<file path="config.mk">
export PLATFORM = sky130hd
export DESIGN_NAME = memory_map_bank_decoder
export DESIGN_NICKNAME = d
export VERILOG_FILES = /design/src/memmap_pkg.sv /design/src/memory_map_bank_decoder.sv
export SDC_FILE = /design/constraint.sdc
export NUM_CORES = 1
export LEC_CHECK = 0
export ABC_AREA = 0
export BUFFER_PORTS_ARGS = -buffer_cell sky130_fd_sc_hd__buf_2
export CORE_MARGIN = 4
export CORE_UTILIZATION = 46
export DETAILED_ROUTE_END_ITERATION = 10
export PLACE_DENSITY_LB_ADDON = 0.2
export SYNTH_ARGS = -nofsm -noshare
export SYNTH_HDL_FRONTEND = slang
export SYNTH_SLANG_ARGS = --single-unit
</file>
<file path="constraint.sdc">
create_clock -name core_clk -period 4 [get_ports core_clk]
set_clock_uncertainty 0.1 [all_clocks]
set_input_delay 1.2 -clock core_clk [delete_from_list [all_inputs] [get_ports core_clk]]
set_output_delay 1.2 -clock core_clk [all_outputs]
set_load 0.01 [all_outputs]
</file>
<file path="src/memmap_pkg.sv">
// Contract
// program counter is 13 bits, addressing 8K words of 14 bits
// small variant implements only program words 0000h to 03FFh
// large variant implements program words 0000h to 07FFh
// fetches above implemented space wrap by dropping upper address bits
// program counter starts at 0000h after reset
// taken interrupt loads program counter with vector 0004h
// two data banks; first 32 locations of each are special registers
// small variant: bank 0 locations 40h to 7Fh are general RAM
// large variant: RAM at bank 0 20h-7Fh and bank 1 A0h-EFh
// bank 1 F0h-FFh reach the same storage as bank 0 70h-7Fh
// reads of unimplemented data locations return zero
// bank select bit 0 picks bank 0, 1 picks bank 1
// software keeps the two reserved bank bits at zero
// every general register reachable directly and through the file pointer
// direct address is bank select bit joined above 7-bit instruction field
package memmap_pkg;

    // ------------------------------------------------------------
    // program memory
    // ------------------------------------------------------------
    localparam int          PC_W        = 13;
    localparam int          INSTR_W     = 14;
    localparam int          PROG_AW_S   = 10;      // 1K words
    localparam int          PROG_AW_L   = 11;      // 2K words
    localparam logic [12:0] RESET_VEC   = 13'h0000;
    localparam logic [12:0] IRQ_VEC     = 13'h0004;

    // ------------------------------------------------------------
    // data memory
    // ------------------------------------------------------------
    localparam int          DATA_W      = 8;
    localparam int          DADDR_W     = 8;
    localparam int          DIR_W       = 7;
    localparam logic [6:0]  SFR_TOP     = 7'h1F;   // last special location in a bank
    localparam logic [6:0]  GPR_LO_S    = 7'h40;
    localparam logic [6:0]  GPR_LO_L    = 7'h20;
    localparam logic [6:0]  B1_GPR_LO   = 7'h20;   // A0h within bank 1
    localparam logic [6:0]  B1_GPR_HI   = 7'h6F;   // EFh within bank 1
    localparam logic [6:0]  MIRROR_LO   = 7'h70;   // F0h-FFh / 70h-7Fh
    localparam int          RAM_DEPTH   = 256;     // bank 1 words keep their own address

    // kinds of data access
    typedef enum logic [1:0] {
        KIND_NONE,
        KIND_SFR,
        KIND_GPR
    } dkind_e;

    // decoded data location
    typedef struct packed {
        dkind_e     kind;
        logic [7:0] sfr_addr;  // bank bit plus 7-bit offset
        logic [7:0] ram_idx;   // physical RAM word
    } ddec_s;

endpackage

</file>
<file path="src/memory_map_bank_decoder.sv">
`timescale 1ns/1ps
module memory_map_bank_decoder #(
    parameter bit LARGE = 1'b0                          // 1 selects the 2K / 176-byte variant
) (
    input  wire logic        core_clk,                  // core clock, 100 MHz
    input  wire logic        rst_n,                     // async reset, active low
    input  wire logic        pc_load,                   // load program counter from pc_load_val
    input  wire logic [12:0] pc_load_val,               // jump target
    input  wire logic        pc_inc,                    // advance program counter
    input  wire logic        irq_take,                  // interrupt taken this cycle
    input  wire logic [13:0] prog_rdata,                // word from program store
    output logic      [12:0] pc,                        // program counter
    output logic      [10:0] prog_addr,                 // physical program address
    output logic      [13:0] instr,                     // fetched word, registered
    input  wire logic        bank_select_bit,           // status bank select
    input  wire logic        reserved_bank_bit_high,    // reserved, expected zero
    input  wire logic        indirect_bank_bit,         // reserved, expected zero
    input  wire logic [7:0]  file_select_pointer,       // indirect pointer
    input  wire logic        use_indirect,              // 1 addresses through the pointer
    input  wire logic [6:0]  dir_addr,                  // 7-bit field of the instruction
    input  wire logic        d_rd,                      // data read strobe
    input  wire logic        d_wr,                      // data write strobe
    input  wire logic [7:0]  d_wdata,                   // write data
    output logic      [7:0]  d_rdata,                   // read data, registered
    output logic             sfr_sel,                   // access goes to special registers
    output logic      [7:0]  sfr_addr,                  // special register address
    input  wire logic [7:0]  sfr_rdata,                 // data from special registers
    output logic             rsvd_bits_set              // reserved bank bits found nonzero
);

    // ------------------------------------------------------------
    // decode functions
    // ------------------------------------------------------------
    // one decoder serves both direct and indirect paths
    function automatic memmap_pkg::ddec_s dec(input logic [7:0] a);
        memmap_pkg::ddec_s d;
        logic [6:0]        o;
        o          = a[6:0];
        d.kind     = memmap_pkg::KIND_NONE;
        d.sfr_addr = a;
        d.ram_idx  = {1'b0, o};
        // special region
        if (o <= memmap_pkg::SFR_TOP) begin
            d.kind = memmap_pkg::KIND_SFR;
        end else if (!a[7]) begin
            // bank 0 range
            if (o >= (LARGE ? memmap_pkg::GPR_LO_L : memmap_pkg::GPR_LO_S))
                d.kind = memmap_pkg::KIND_GPR;
        end else if (o >= memmap_pkg::MIRROR_LO) begin
            // bank 1 top mirrors bank 0
            d.kind = memmap_pkg::KIND_GPR;
        end else if (LARGE && o >= memmap_pkg::B1_GPR_LO && o <= memmap_pkg::B1_GPR_HI) begin
            // bank 1 RAM kept apart
            // packing it below 80h would alias bank 0 words 20h-6Fh
            d.kind    = memmap_pkg::KIND_GPR;
            d.ram_idx = a;
        end
        return d;
    endfunction

    // ------------------------------------------------------------
    // program counter
    // ------------------------------------------------------------
    logic [12:0] pc_ff, nxt_pc;
    logic [13:0] instr_ff, nxt_instr;

    // interrupt wins over a jump, jump over increment
    always_comb begin
        nxt_pc    = pc_ff;
        nxt_instr = prog_rdata;
        // interrupt vector
        if (irq_take)
            nxt_pc = memmap_pkg::IRQ_VEC;
        else if (pc_load)
            nxt_pc = pc_load_val;
        else if (pc_inc)
            nxt_pc = 13'(pc_ff + 13'h0001);  // R01 13-bit wrap
    end

    always_ff @(posedge core_clk or negedge rst_n) begin
        if (!rst_n) begin
            // reset vector
            pc_ff    <= memmap_pkg::RESET_VEC;
            instr_ff <= 14'h0000;
        end else begin
            pc_ff    <= nxt_pc;
            instr_ff <= nxt_instr;
        end
    end

    assign pc    = pc_ff;
    assign instr = instr_ff;
    // upper bits ignored, so fetches wrap into the implemented space
    assign prog_addr = LARGE ? pc_ff[memmap_pkg::PROG_AW_L-1:0]
                             : {1'b0, pc_ff[memmap_pkg::PROG_AW_S-1:0]};

    // ------------------------------------------------------------
    // data address decode
    // ------------------------------------------------------------
    logic [7:0]        daddr;
    memmap_pkg::ddec_s dd;

    // direct address takes the bank bit on top, else the pointer
    assign daddr    = use_indirect ? file_select_pointer : {bank_select_bit, dir_addr};
    assign dd       = dec(daddr);
    assign sfr_sel  = (d_rd || d_wr) && dd.kind == memmap_pkg::KIND_SFR;
    assign sfr_addr = dd.sfr_addr;
    // flag software that breaks the reserved-bit convention
    assign rsvd_bits_set = reserved_bank_bit_high | indirect_bank_bit;

    // ------------------------------------------------------------
    // general register storage
    // ------------------------------------------------------------
    // a full 256-word array; the small variant never decodes most of it
    logic [7:0] ram [memmap_pkg::RAM_DEPTH];
    logic [7:0] rdata_ff, nxt_rdata;

    always_ff @(posedge core_clk) begin
        if (d_wr && dd.kind == memmap_pkg::KIND_GPR)
            ram[dd.ram_idx] <= d_wdata;
    end

    always_comb begin
        nxt_rdata = rdata_ff;
        if (d_rd) begin
            case (dd.kind)
                memmap_pkg::KIND_GPR: nxt_rdata = ram[dd.ram_idx];
                memmap_pkg::KIND_SFR: nxt_rdata = sfr_rdata;
                // unimplemented reads zero
                default:              nxt_rdata = 8'h00;
            endcase
        end
    end

    always_ff @(posedge core_clk or negedge rst_n) begin
        if (!rst_n) begin
            rdata_ff <= 8'h00;
        end else begin
            rdata_ff <= nxt_rdata;
        end
    end

    assign d_rdata = rdata_ff;

    // ------------------------------------------------------------
    // assertions, program side
    // ------------------------------------------------------------
    // interrupt vector load
    AST_PC_IRQ: assert property (@(posedge core_clk) disable iff (!rst_n)
        irq_take |=> pc == memmap_pkg::IRQ_VEC)
        else $error("pc not at interrupt vector");

    // counter advance
    AST_PC_INC: assert property (@(posedge core_clk) disable iff (!rst_n)
        pc_inc && !pc_load && !irq_take |=> pc == 13'($past(pc) + 13'h0001))
        else $error("pc did not advance");

    // wrap by truncation
    AST_WRAP: assert property (@(posedge core_clk) disable iff (!rst_n)
        prog_addr[9:0] == pc[9:0] && (LARGE || !prog_addr[10]))
        else $error("program address does not wrap");

    // reset vector
    AST_RESET_PC: assert property (@(posedge core_clk)
        $rose(rst_n) |-> pc == memmap_pkg::RESET_VEC)
        else $error("pc not zero after reset");

    // outputs clear after reset
    AST_RESET_OUT: assert property (@(posedge core_clk)
        $rose(rst_n) |-> instr == 14'h0000 && d_rdata == 8'h00)
        else $error("outputs not clear after reset");

    // jump target taken
    AST_PC_LOAD: assert property (@(posedge core_clk) disable iff (!rst_n)
        pc_load && !irq_take |=> pc == $past(pc_load_val))
        else $error("pc did not take jump target");

    // idle counter holds
    AST_PC_HOLD: assert property (@(posedge core_clk) disable iff (!rst_n)
        !pc_inc && !pc_load && !irq_take |=> pc == $past(pc))
        else $error("pc moved without request");

    // small space bound
    AST_SMALL_SPACE: assert property (@(posedge core_clk) disable iff (!rst_n)
        !LARGE |-> !prog_addr[memmap_pkg::PROG_AW_S])
        else $error("small variant leaves 1K space");

    // large space kept
    AST_LARGE_SPACE: assert property (@(posedge core_clk) disable iff (!rst_n)
        LARGE |-> prog_addr == pc[memmap_pkg::PROG_AW_L-1:0])
        else $error("large variant loses 2K address bit");

    // fetched word follows address
    AST_INSTR_LAG: assert property (@(posedge core_clk) disable iff (!rst_n)
        1'b1 |=> instr == $past(prog_rdata))
        else $error("fetched word not registered");

    // ------------------------------------------------------------
    // assertions, data side
    // ------------------------------------------------------------
    // low offsets special
    AST_SFR_LOW: assert property (@(posedge core_clk) disable iff (!rst_n)
        (d_rd && daddr[6:0] <= memmap_pkg::SFR_TOP) |-> sfr_sel)
        else $error("low location not special");

    // upper offsets not special
    AST_SFR_HIGH: assert property (@(posedge core_clk) disable iff (!rst_n)
        daddr[6:0] > memmap_pkg::SFR_TOP |-> !sfr_sel)
        else $error("upper location marked special");

    // special address passes through
    AST_SFR_ADDR: assert property (@(posedge core_clk) disable iff (!rst_n)
        sfr_sel |-> sfr_addr == daddr)
        else $error("special address not passed through");

    // special read data
    AST_SFR_READ: assert property (@(posedge core_clk) disable iff (!rst_n)
        d_rd && sfr_sel |=> d_rdata == $past(sfr_rdata))
        else $error("special read data lost");

    // unimplemented reads zero
    AST_UNIMP_ZERO: assert property (@(posedge core_clk) disable iff (!rst_n)
        (d_rd && dd.kind == memmap_pkg::KIND_NONE) |=> d_rdata == 8'h00)
        else $error("unimplemented read not zero");

    // small bank 1 gap
    AST_SMALL_B1: assert property (@(posedge core_clk) disable iff (!rst_n)
        (!LARGE && daddr[7] && daddr[6:0] > memmap_pkg::SFR_TOP && daddr[6:0] < memmap_pkg::MIRROR_LO)
        |-> dd.kind == memmap_pkg::KIND_NONE)
        else $error("small variant decodes bank 1 gap");

    // mirror index
    AST_MIRROR: assert property (@(posedge core_clk) disable iff (!rst_n)
        (daddr[7] && daddr[6:0] >= memmap_pkg::MIRROR_LO) |-> dd.ram_idx == {1'b0, daddr[6:0]})
        else $error("mirror index wrong");

    // direct address form
    AST_BANK_SEL: assert property (@(posedge core_clk) disable iff (!rst_n)
        !use_indirect |-> daddr[7] == bank_select_bit && daddr[6:0] == dir_addr)
        else $error("direct address malformed");

    // pointer path
    AST_INDIRECT: assert property (@(posedge core_clk) disable iff (!rst_n)
        use_indirect |-> daddr == file_select_pointer)
        else $error("pointer address not used");

    // small gap unused
    AST_SMALL_GAP: assert property (@(posedge core_clk) disable iff (!rst_n)
        (!LARGE && !daddr[7] && daddr[6:5] == 2'h1) |-> dd.kind == memmap_pkg::KIND_NONE)
        else $error("small variant decodes 20h-3Fh");

    // small bank 0 RAM
    AST_SMALL_B0: assert property (@(posedge core_clk) disable iff (!rst_n)
        (!LARGE && !daddr[7] && daddr[6]) |-> dd.kind == memmap_pkg::KIND_GPR)
        else $error("small variant misses 40h-7Fh");

    // bank 0 index
    AST_B0_IDX: assert property (@(posedge core_clk) disable iff (!rst_n)
        (dd.kind == memmap_pkg::KIND_GPR && !daddr[7]) |-> dd.ram_idx == {1'b0, daddr[6:0]})
        else $error("bank 0 index wrong");

    // large bank 0 RAM
    AST_LARGE_B0: assert property (@(posedge core_clk) disable iff (!rst_n)
        (LARGE && !daddr[7] && daddr[6:0] > memmap_pkg::SFR_TOP) |-> dd.kind == memmap_pkg::KIND_GPR)
        else $error("large variant misses 20h-7Fh");

    // large bank 1 RAM
    AST_LARGE_B1: assert property (@(posedge core_clk) disable iff (!rst_n)
        (LARGE && daddr[7] && daddr[6:0] >= memmap_pkg::B1_GPR_LO && daddr[6:0] <= memmap_pkg::B1_GPR_HI)
        |-> dd.kind == memmap_pkg::KIND_GPR && dd.ram_idx == daddr)
        else $error("large variant misses A0h-EFh");

    // bank 1 storage apart
    AST_NO_ALIAS: assert property (@(posedge core_clk) disable iff (!rst_n)
        (dd.kind == memmap_pkg::KIND_GPR && daddr[7] && daddr[6:0] < memmap_pkg::MIRROR_LO)
        |-> dd.ram_idx[7])
        else $error("bank 1 word aliases bank 0");

    // idle read data holds
    AST_RD_HOLD: assert property (@(posedge core_clk) disable iff (!rst_n)
        !d_rd |=> d_rdata == $past(d_rdata))
        else $error("read data changed without read");

    // write then read back
    AST_RAM_BACK: assert property (@(posedge core_clk) disable iff (!rst_n)
        (d_wr && dd.kind == memmap_pkg::KIND_GPR && !d_rd) ##1
        (d_rd && !d_wr && dd.kind == memmap_pkg::KIND_GPR && dd.ram_idx == $past(dd.ram_idx))
        |=> d_rdata == $past(d_wdata, 2))
        else $error("ram read-back mismatch");

    COV_IRQ:    cover property (@(posedge core_clk) disable iff (!rst_n) irq_take);
    COV_MIRROR: cover property (@(posedge core_clk) disable iff (!rst_n) d_rd && daddr[7] && daddr[6:4] == 3'h7);
    COV_IND:    cover property (@(posedge core_clk) disable iff (!rst_n) use_indirect && d_wr);
    COV_UNIMP:  cover property (@(posedge core_clk) disable iff (!rst_n) d_rd && dd.kind == memmap_pkg::KIND_NONE);

endmodule

</file>
# Yosys cells after proc, flatten, opt, wreduce, memory -nomap -nowiden
# Memory sizes are Yosys's and may differ from the RTL's.
# Index checks and enable logic that the tools add are counted.
[classes] add_sub_neg=1 n_lt_le_gt_ge=3 n_eq_ne=2 muxes=11 bitwise_logic=1 n_reduce_logical=4
[ops] cell="2-to-1 mux 13 bit" n=3
[ops] cell="one-hot mux 8 bit (2 select lines)" n=1
[ops] cell="greater-or-equal comparator 7 bit, second input constant" n=2
[ops] cell="adder 13 x 1 -> 13 bit, second input constant" n=1
[ops] cell="2-to-1 mux 2 bit" n=4
[ops] cell="2-to-1 mux 8 bit" n=1
[ops] cell="less-or-equal comparator 7 x 5 -> 1 bit, second input constant" n=1
[ops] cell="nonzero test 3 bit" n=1
[ops] cell="== test 2 x 1 -> 1 bit, second input constant" n=1
[ops] cell="== test 2 bit, second input constant" n=1
[ops] cell="logical AND 1 bit" n=2
[ops] cell="2-to-1 mux 1 bit" n=2
[ops] cell="logical OR 1 bit" n=1
[ops] cell="bitwise OR 1 bit" n=1
[word_totals] reg_bits=35 ramBits=2048 in_bits=69 out_inout_bits=56 word_cells=26 n_memories=1
[memory_table] memory="ram" depth=256 width=8 rd=1 rd_clocked_by_memory_dff=0 write_ports=1 line_no="memory_map_bank_decoder.sv:115" text="logic [7:0] ram [memmap_pkg::RAM_DEPTH];"

# Longest topological paths before layout
# Gate-level depths: netlist (run 1).
[logic_depth] word_depth=9 depth_mapped=12 ltp_nobuf=8

# Worst setup path after synthesis (run 1)
# No wires, ideal clock.
[synth_path] path_kind="input -> output" from="input use_indirect" to="output sfr_sel" arrival_ps=2405 required_time_ps=2700 slack_ps=295 stages=4 path_cell_list="buf_6 > clkbuf_1 > o31ai_1 > o21a_1"
[synth_via] elab_chain_cells=7 word_cells_on_any_way=10 cone_classes="3 x order compare; 1 x eq/ne; 5 x mux; 1 x reduce/logical"
[synth_lines] item="start: declaration" line_no="memory_map_bank_decoder.sv:19" text="input wire logic use_indirect,"
[synth_lines] item="2-to-1 mux 8 bit *" line_no="memory_map_bank_decoder.sv:104" text="assign daddr = use_indirect ? file_select_pointer : {bank_select_bit, dir_addr};"
[synth_lines] item="greater-or-equal comparator 7 bit, on equally long branches" line_no="memory_map_bank_decoder.sv:47, memory_map_bank_decoder.sv:49"
[synth_lines] item="2-to-1 mux 2 bit, on equally long branches" line_no="memory_map_bank_decoder.sv:47, memory_map_bank_decoder.sv:49"
[synth_lines] item="2-to-1 mux 2 bit" line_no="memory_map_bank_decoder.sv:45" text="end else if (!a[7]) begin"
[synth_lines] item="2-to-1 mux 2 bit *" line_no="memory_map_bank_decoder.sv:43" text="if (o <= memmap_pkg::SFR_TOP) begin"
[synth_lines] item="== test 2 x 1 -> 1 bit *" line_no="memory_map_bank_decoder.sv:106" text="assign sfr_sel = (d_rd || d_wr) && dd.kind == memmap_pkg::KIND_SFR;"
[synth_lines] item="logical AND 1 bit *" line_no="memory_map_bank_decoder.sv:106"
[synth_lines] item="end: declaration" line_no="memory_map_bank_decoder.sv:25" text="output logic sfr_sel,"
# Mark *: on every way between the ends. The rest lies on a longest branch, timed or not.

# Final worst setup path (run 1)
# Same ends and word-level chain as after synthesis.

==> metrics, run 1 <==
status finished clean; maxcap violations 0; first-pass GRT wire length 86.3 mm; flops & latches, synth 547; CTS buffer count 54; Syn. warnings 0; worst slack, placed 7.21 ps; Final Hold Viols 0; TritonCTS clock tree yes; Cell Area, Synth 21,800 µm²; Final ANT Viol Nets 0; clk root buf clkbuf_16; Detail Placement HPWL 39.4 mm; post-CTS setup buffers 0; Syn Area/Cell 16.1 µm²; row cnt 79; Setup TNS 0 ps; syn nets 1,421; Distinct cells, synth 47; area grow syn2layout 17.7%; DIE AREA 50,800 µm²; routed vias/inst 5.93; critical path launch point type input port; Fillers 3,723; top-area cell type share of the netlist area 70.7%; NumNets Final 1,644; Post-synth EDFFs 512; FMAX 269 MHz; CP max FO 11; Worst setup EP type primary output; minimum clock period 3720 ps; Peak VDD IR 0.000330 V; width of the die 225 µm; Port Buffers 123; top post-synthesis cells by area edfxtp_1, mux4_2, dfrtp_1; crit path DAT 2420 ps; final period utilization 93.1%; FFs w/ async S/R, synth 6.40%; Pwr Density 491 nW/µm²; clk_lat worst skew 620 ps; WL/cell 26.5 µm; starting density of the core 46.6%; reg-to-reg setup timing slack 2100 ps; initial antenna violation count 0; ys flop type edfxtp_1; Core Box Area 46,700 µm²; Clock Sinks 547; kind of critical path in2out; RSZ-0062 raised after global routing no; via count 13,205; Util after Layout 54.9%; io pins 125; TritonRoute pass-1 iters 6; Final Total Pwr 12.6 mW; Clock Pin Slew Worst Setup and Hold Paths 60 ps; slew margin rel. 14.5%; GPL Wtd Cong 0.942; DR iter-0 viols 1,672; fin area 25,600 µm²; hold crit path type reg2reg; Slew Limit Fails 0; post-CTS sizing 0; final-report setup violation count 0; H-tree Lvls 2; largest net degree at the start of global routing 65; Worst-Margin Slew 1280 ps; gr usage total 23.1%; Seq/Total Area, Yosys 74.7%; area leader, netlist edfxtp_1; share of cells above drive strength 1 26.5%; Placement Cell Area 23,800 µm²; Pleak 8.86 nW; # DRC 0; Die Ht 225 µm; CTS Buffer Depth 3; hold buffer count at cts 0; Post-Syn Instances 1,351; Routed WL 58.9 mm; vias in the first global route 12,968; grt ovf 0; WP data required 2700 ps; final worst slack 276 ps
-- synthesized netlist by cell type, types with 2 or more instances --
cell      instances
and3_1            2
inv_1             8
nand3_1         110
xnor2_1           6
o22ai_1          31
nor2_1           85
a22o_1            4
nand2b_1          4
xor2_1            6
nand2_1         213
mux2i_1          13
buf_4            23
buf_6             4
a31oi_1           6
mux4_2           85
a32oi_1           5
a21oi_1          30
o21a_1            3
a222oi_1          5
nor2b_1           4
buf_2            11
o21ai_1           7
o21ai_0          34
dfrtp_1          35
nor3_1           18
nand4_1          19
nor4_1            2
clkbuf_1         45
a22oi_1           2
edfxtp_1        512
a211oi_1          3
-- worst max-delay path, stage by stage --
cell     delay, ps
buf_2          180
o31ai_1        500
buf_4          280
o21a_1         140
buf_2          120
-- cell families after synthesis --
kind of cell	share of synthesized area, %
flops	74.7
simple gates	9.04
mux	9.55
other cells	0.0172
buf+inv	2.27
compound gates	3.87
fa+ha+maj	0.0575
xor+xnor	0.483
-- routing by layer --
metal  part of all wire, %  up-vias  wire, µm  GRT usage, %
met1                    41     6794     24200          33.4
li1                      -     5669         -             -
met4                   2.8        0      1660          6.82
met5                     0        -         0             0
met2                    47      633     27700          35.9
met3                   9.0      109      5300          4.92
-- placed cells by master, fill, tap and decap left out, types with 3 or more instances in the layout --
cell        netlist  final
mux4_2           85     85
clkbuf_16         0     54
o21ai_0          34     34
clkinv_2          0     12
nand3_1         110    110
a21oi_1          30     29
clkinv_1          0     11
clkbuf_1         45      6
clkinvlp_4        0      3
o22ai_1          31     31
xor2_1            6      6
buf_2            11    123
nor3_1           18     18
nand2b_1          4      4
nor2b_1           4      4
a32oi_1           5      5
a222oi_1          5      5
nand4_1          19     19
a22o_1            4      4
nand2_1         213    213
xnor2_1           6      6
o21ai_1           7      7
edfxtp_1        512    512
buf_4            23    121
dfrtp_1          35     35
a31oi_1           6      6
nor2_1           85     85
mux2i_1          13     13
a211oi_1          3      3
inv_1             8      8
bufinv_16         0     10
buf_12            0      8
-- per-stage QoR --
| stage | hold slack [ps] | instances |
|---|---|---|
| detailed placement | 480 | 2125 |
| floorplan | 435 | 1351 |
| finish | 490 | 2226 |
| CTS | 489 | 2225 |
| global placement | 497 | 2125 |
| global route | 522 | 2225 |
-- power by group --
part / internal (mW) / leakage [nW] / switching (mW)
Sequential: 6.30 / 5.03 / 0.0316
Combinational: 0.338 / 2.94 / 0.616
Clock: 3.12 / 0.899 / 2.15
-- worst paths after layout --
check	from	endpoint	cells past startpoint
hold / removal	d_rdata[4]	d_rdata[4]	2
hold reg to reg	d_rdata[4]	d_rdata[4]	2
setup reg to reg	ram[92][3]	d_rdata[3]	5
setup / recovery	use_indirect	sfr_sel	5
min in group asynchronous	rst_n	pc[7]	1
max in group asynchronous	rst_n	d_rdata[7]	1
-- registers in the layout (all words and copies together), names as in the netlist --
register  cells
d_rdata       8
instr        14
pc           13
ram         512
-- final cells by class --
class | count | area (µm²) | share of cell area [%]
multi-input cells | 710 | 5020 | 19.6
clock buffers | 60 | 1370 | 5.37
flip-flops and latches | 547 | 16300 | 63.5
diodes | 1 | 2.50 | 0.00978
repair buffers | 252 | 1680 | 6.58
well taps | 607 | 759 | 2.97
clock inverters | 40 | 470 | 1.84
inverters | 9 | 35.0 | 0.137
No activity file was read; power rests on OpenSTA's default activity.
==> inputs of run 2 (changes only) <==
PLACE_DENSITY = 0.6   (was not set)
PLACE_DENSITY_LB_ADDON = not set   (was 0.2)
==> run 2 against run 1 <==
  * Combinational power decreased by 2%
  * Sequential cell count unchanged
  * Sequential share of layout area increased by 0.57 points
  * Via count decreased by 1.9%
  * Largest cell class unchanged
  * Total power decreased by 4.1%
  * Routed wire length decreased by 2.1%
  * First-iteration DRC count decreased by 21%
==> metrics, run 2 (same netlist as run 1, synthesis figures left out) <==
gr usage total 22.7% (-0.35 points); share of cells above drive strength 1 25.6% (-0.89 points); clk root buf clkbuf_16; largest register by flop count ram; CTS buffer count 55 (+1.9%); DR iter-0 viols 1,324 (-21%); Pwr Density 475 nW/µm² (-3.2%); Clock Sinks 547 (unchanged); reg-to-reg setup timing slack 2010 ps (-90 ps); maxcap violations 0 (unchanged); status finished clean; via count 12,960 (-1.9%); Die Ht 225 µm (unchanged); WP data required 2700 ps (about the same); Port Buffers 123 (unchanged); Detail Placement HPWL 38.2 mm (-3.0%); post-CTS setup buffers 0 (unchanged); hold depth 2 (unchanged); WL/cell 26.0 µm (-1.7%); RSZ-0062 raised after global routing no; most common cell after layout, fill and taps aside edfxtp_1; commonest non-fill, non-tap cells in the layout edfxtp_1, nand2_1, buf_2, buf_4, nand3_1; CTS Buffer Depth 3 (unchanged); NumNets Final 1,640 (-0.24%); Worst-Margin Slew 1280 ps (-6.09 ps); TritonCTS clock tree yes; Final Total Pwr 12.0 mW (-4.1%); Pleak 8.74 nW (-1.4%); hold crit path type reg2reg; area occupied by multi-input gates 5020 µm² (unchanged); final-report setup violation count 0 (unchanged); vias in the first global route 12,786 (-1.4%); io pins 125 (unchanged); Hold EP d_rdata[5]; FF-to-FF Start ram[76][2]; minimum clock period 3790 ps (+70.7 ps); DIE AREA 50,800 µm² (unchanged); FMAX 264 MHz (-1.9%); width of the die 225 µm (unchanged); GPL Wtd Cong 0.873 (-7.3%); area grow syn2layout 16.6%; Worst setup EP type primary output; min-delay src d_rdata[5]; largest net degree at the start of global routing 65 (unchanged); crit path DAT 2490 ps (+70 ps); max reg flops 512 (unchanged); storage element area 16,300 µm² (unchanged); post-CTS sizing 0 (unchanged); Clock Pin Slew Worst Setup and Hold Paths 60 ps (about the same); row cnt 79 (unchanged); initial antenna violation count 1 (+1); Setup TNS 0 ps (unchanged); Routed WL 57.7 mm (-2.1%); Core Box Area 46,700 µm² (unchanged); Fillers 3,780 (+1.5%); Slew Limit Fails 0 (unchanged); TritonRoute pass-1 iters 5 (-1); clk_lat worst skew 610 ps (about the same); CP max FO 13 (+2); first-pass GRT wire length 84.7 mm (-1.9%); # DRC 0 (unchanged); routed vias/inst 5.84 (-1.5%); ant diodes 0 (-1); R2R depth 5 (unchanged); H-tree Lvls 2 (unchanged); Peak VDD IR 0.000341 V (+3.1%); starting density of the core 46.6% (unchanged); critical path launch point type input port; slew margin rel. 14.9% (+0.41 points); grt ovf 0 (unchanged); hold buffer count at cts 0 (unchanged); final period utilization 94.9% (+1.8 points); Final ANT Viol Nets 0 (unchanged); reg2reg end d_rdata[2]; kind of critical path in2out; Final Hold Viols 0 (unchanged)
==> run 2: per-layer routing <==
| layer | wire (µm) | part of all wire [%] | vias to the layer above | track usage [%] |
|---|---|---|---|---|
| met5 | 0 | 0 | - | 0 |
| met4 | 1730 | 3.0 | 0 | 6.78 |
| met3 | 5270 | 9.1 | 112 | 5.67 |
| met2 | 27200 | 47 | 590 | 36.0 |
| met1 | 23400 | 41 | 6594 | 31.7 |
| li1 | - | - | 5664 | - |
==> run 2: layout make-up <==
type	instances	share of cell area, %
Multi-Input combinational cell	710	19.8
Sequential cell	547	64.1
Timing Repair Buffer	247	6.54
Clock inverter	33	0.888
Inverter	9	0.138
Clock buffer	66	5.59
Tap cell	607	2.99
==> run 2: worst max path at each step <==
| stage | from | end | slack, ps | cells after the start |
|---|---|---|---|---|
| global route | use_indirect | sfr_addr[0] | 130 | 5 |
| detailed placement | use_indirect | d_rdata[2] | 80 | 9 |
| CTS | use_indirect | sfr_addr[0] | 210 | 5 |
| global placement | use_indirect | d_rdata[2] | 60 | 9 |
| floorplan | use_indirect | sfr_sel | 300 | 4 |
| finish | use_indirect | sfr_addr[0] | 210 | 5 |
==> run 2: metrics by stage <==
stage | hold WS [ps] | instance area, µm² | utilization, % | std cells | setup slack [ps]
floorplan | 435 | 21800 | - | 1351 | 295
global placement | 509 | 23700 | 50.9 | 2120 | 60.6
detailed placement | 512 | 23700 | 50.9 | 2120 | 84.0
CTS | 523 | 25400 | 54.4 | 2219 | 215
global route | 580 | 25400 | 54.4 | 2219 | 132
finish | 542 | 25400 | 54.4 | 2219 | 205
==> run 2: where the power goes <==
group	switching [mW]	total [mW]	internal [mW]
sequential	0.0334	6.33	6.30
clock	2.13	4.78	2.65
combinational	0.600	0.937	0.338
total	2.76	12.0	9.28
==> run 2: worst max-delay path, stage by stage <==
cell	delay (ps)
buf_2	250
mux2i_4	350
buf_12	170
clkinv_2	260
buf_2	250
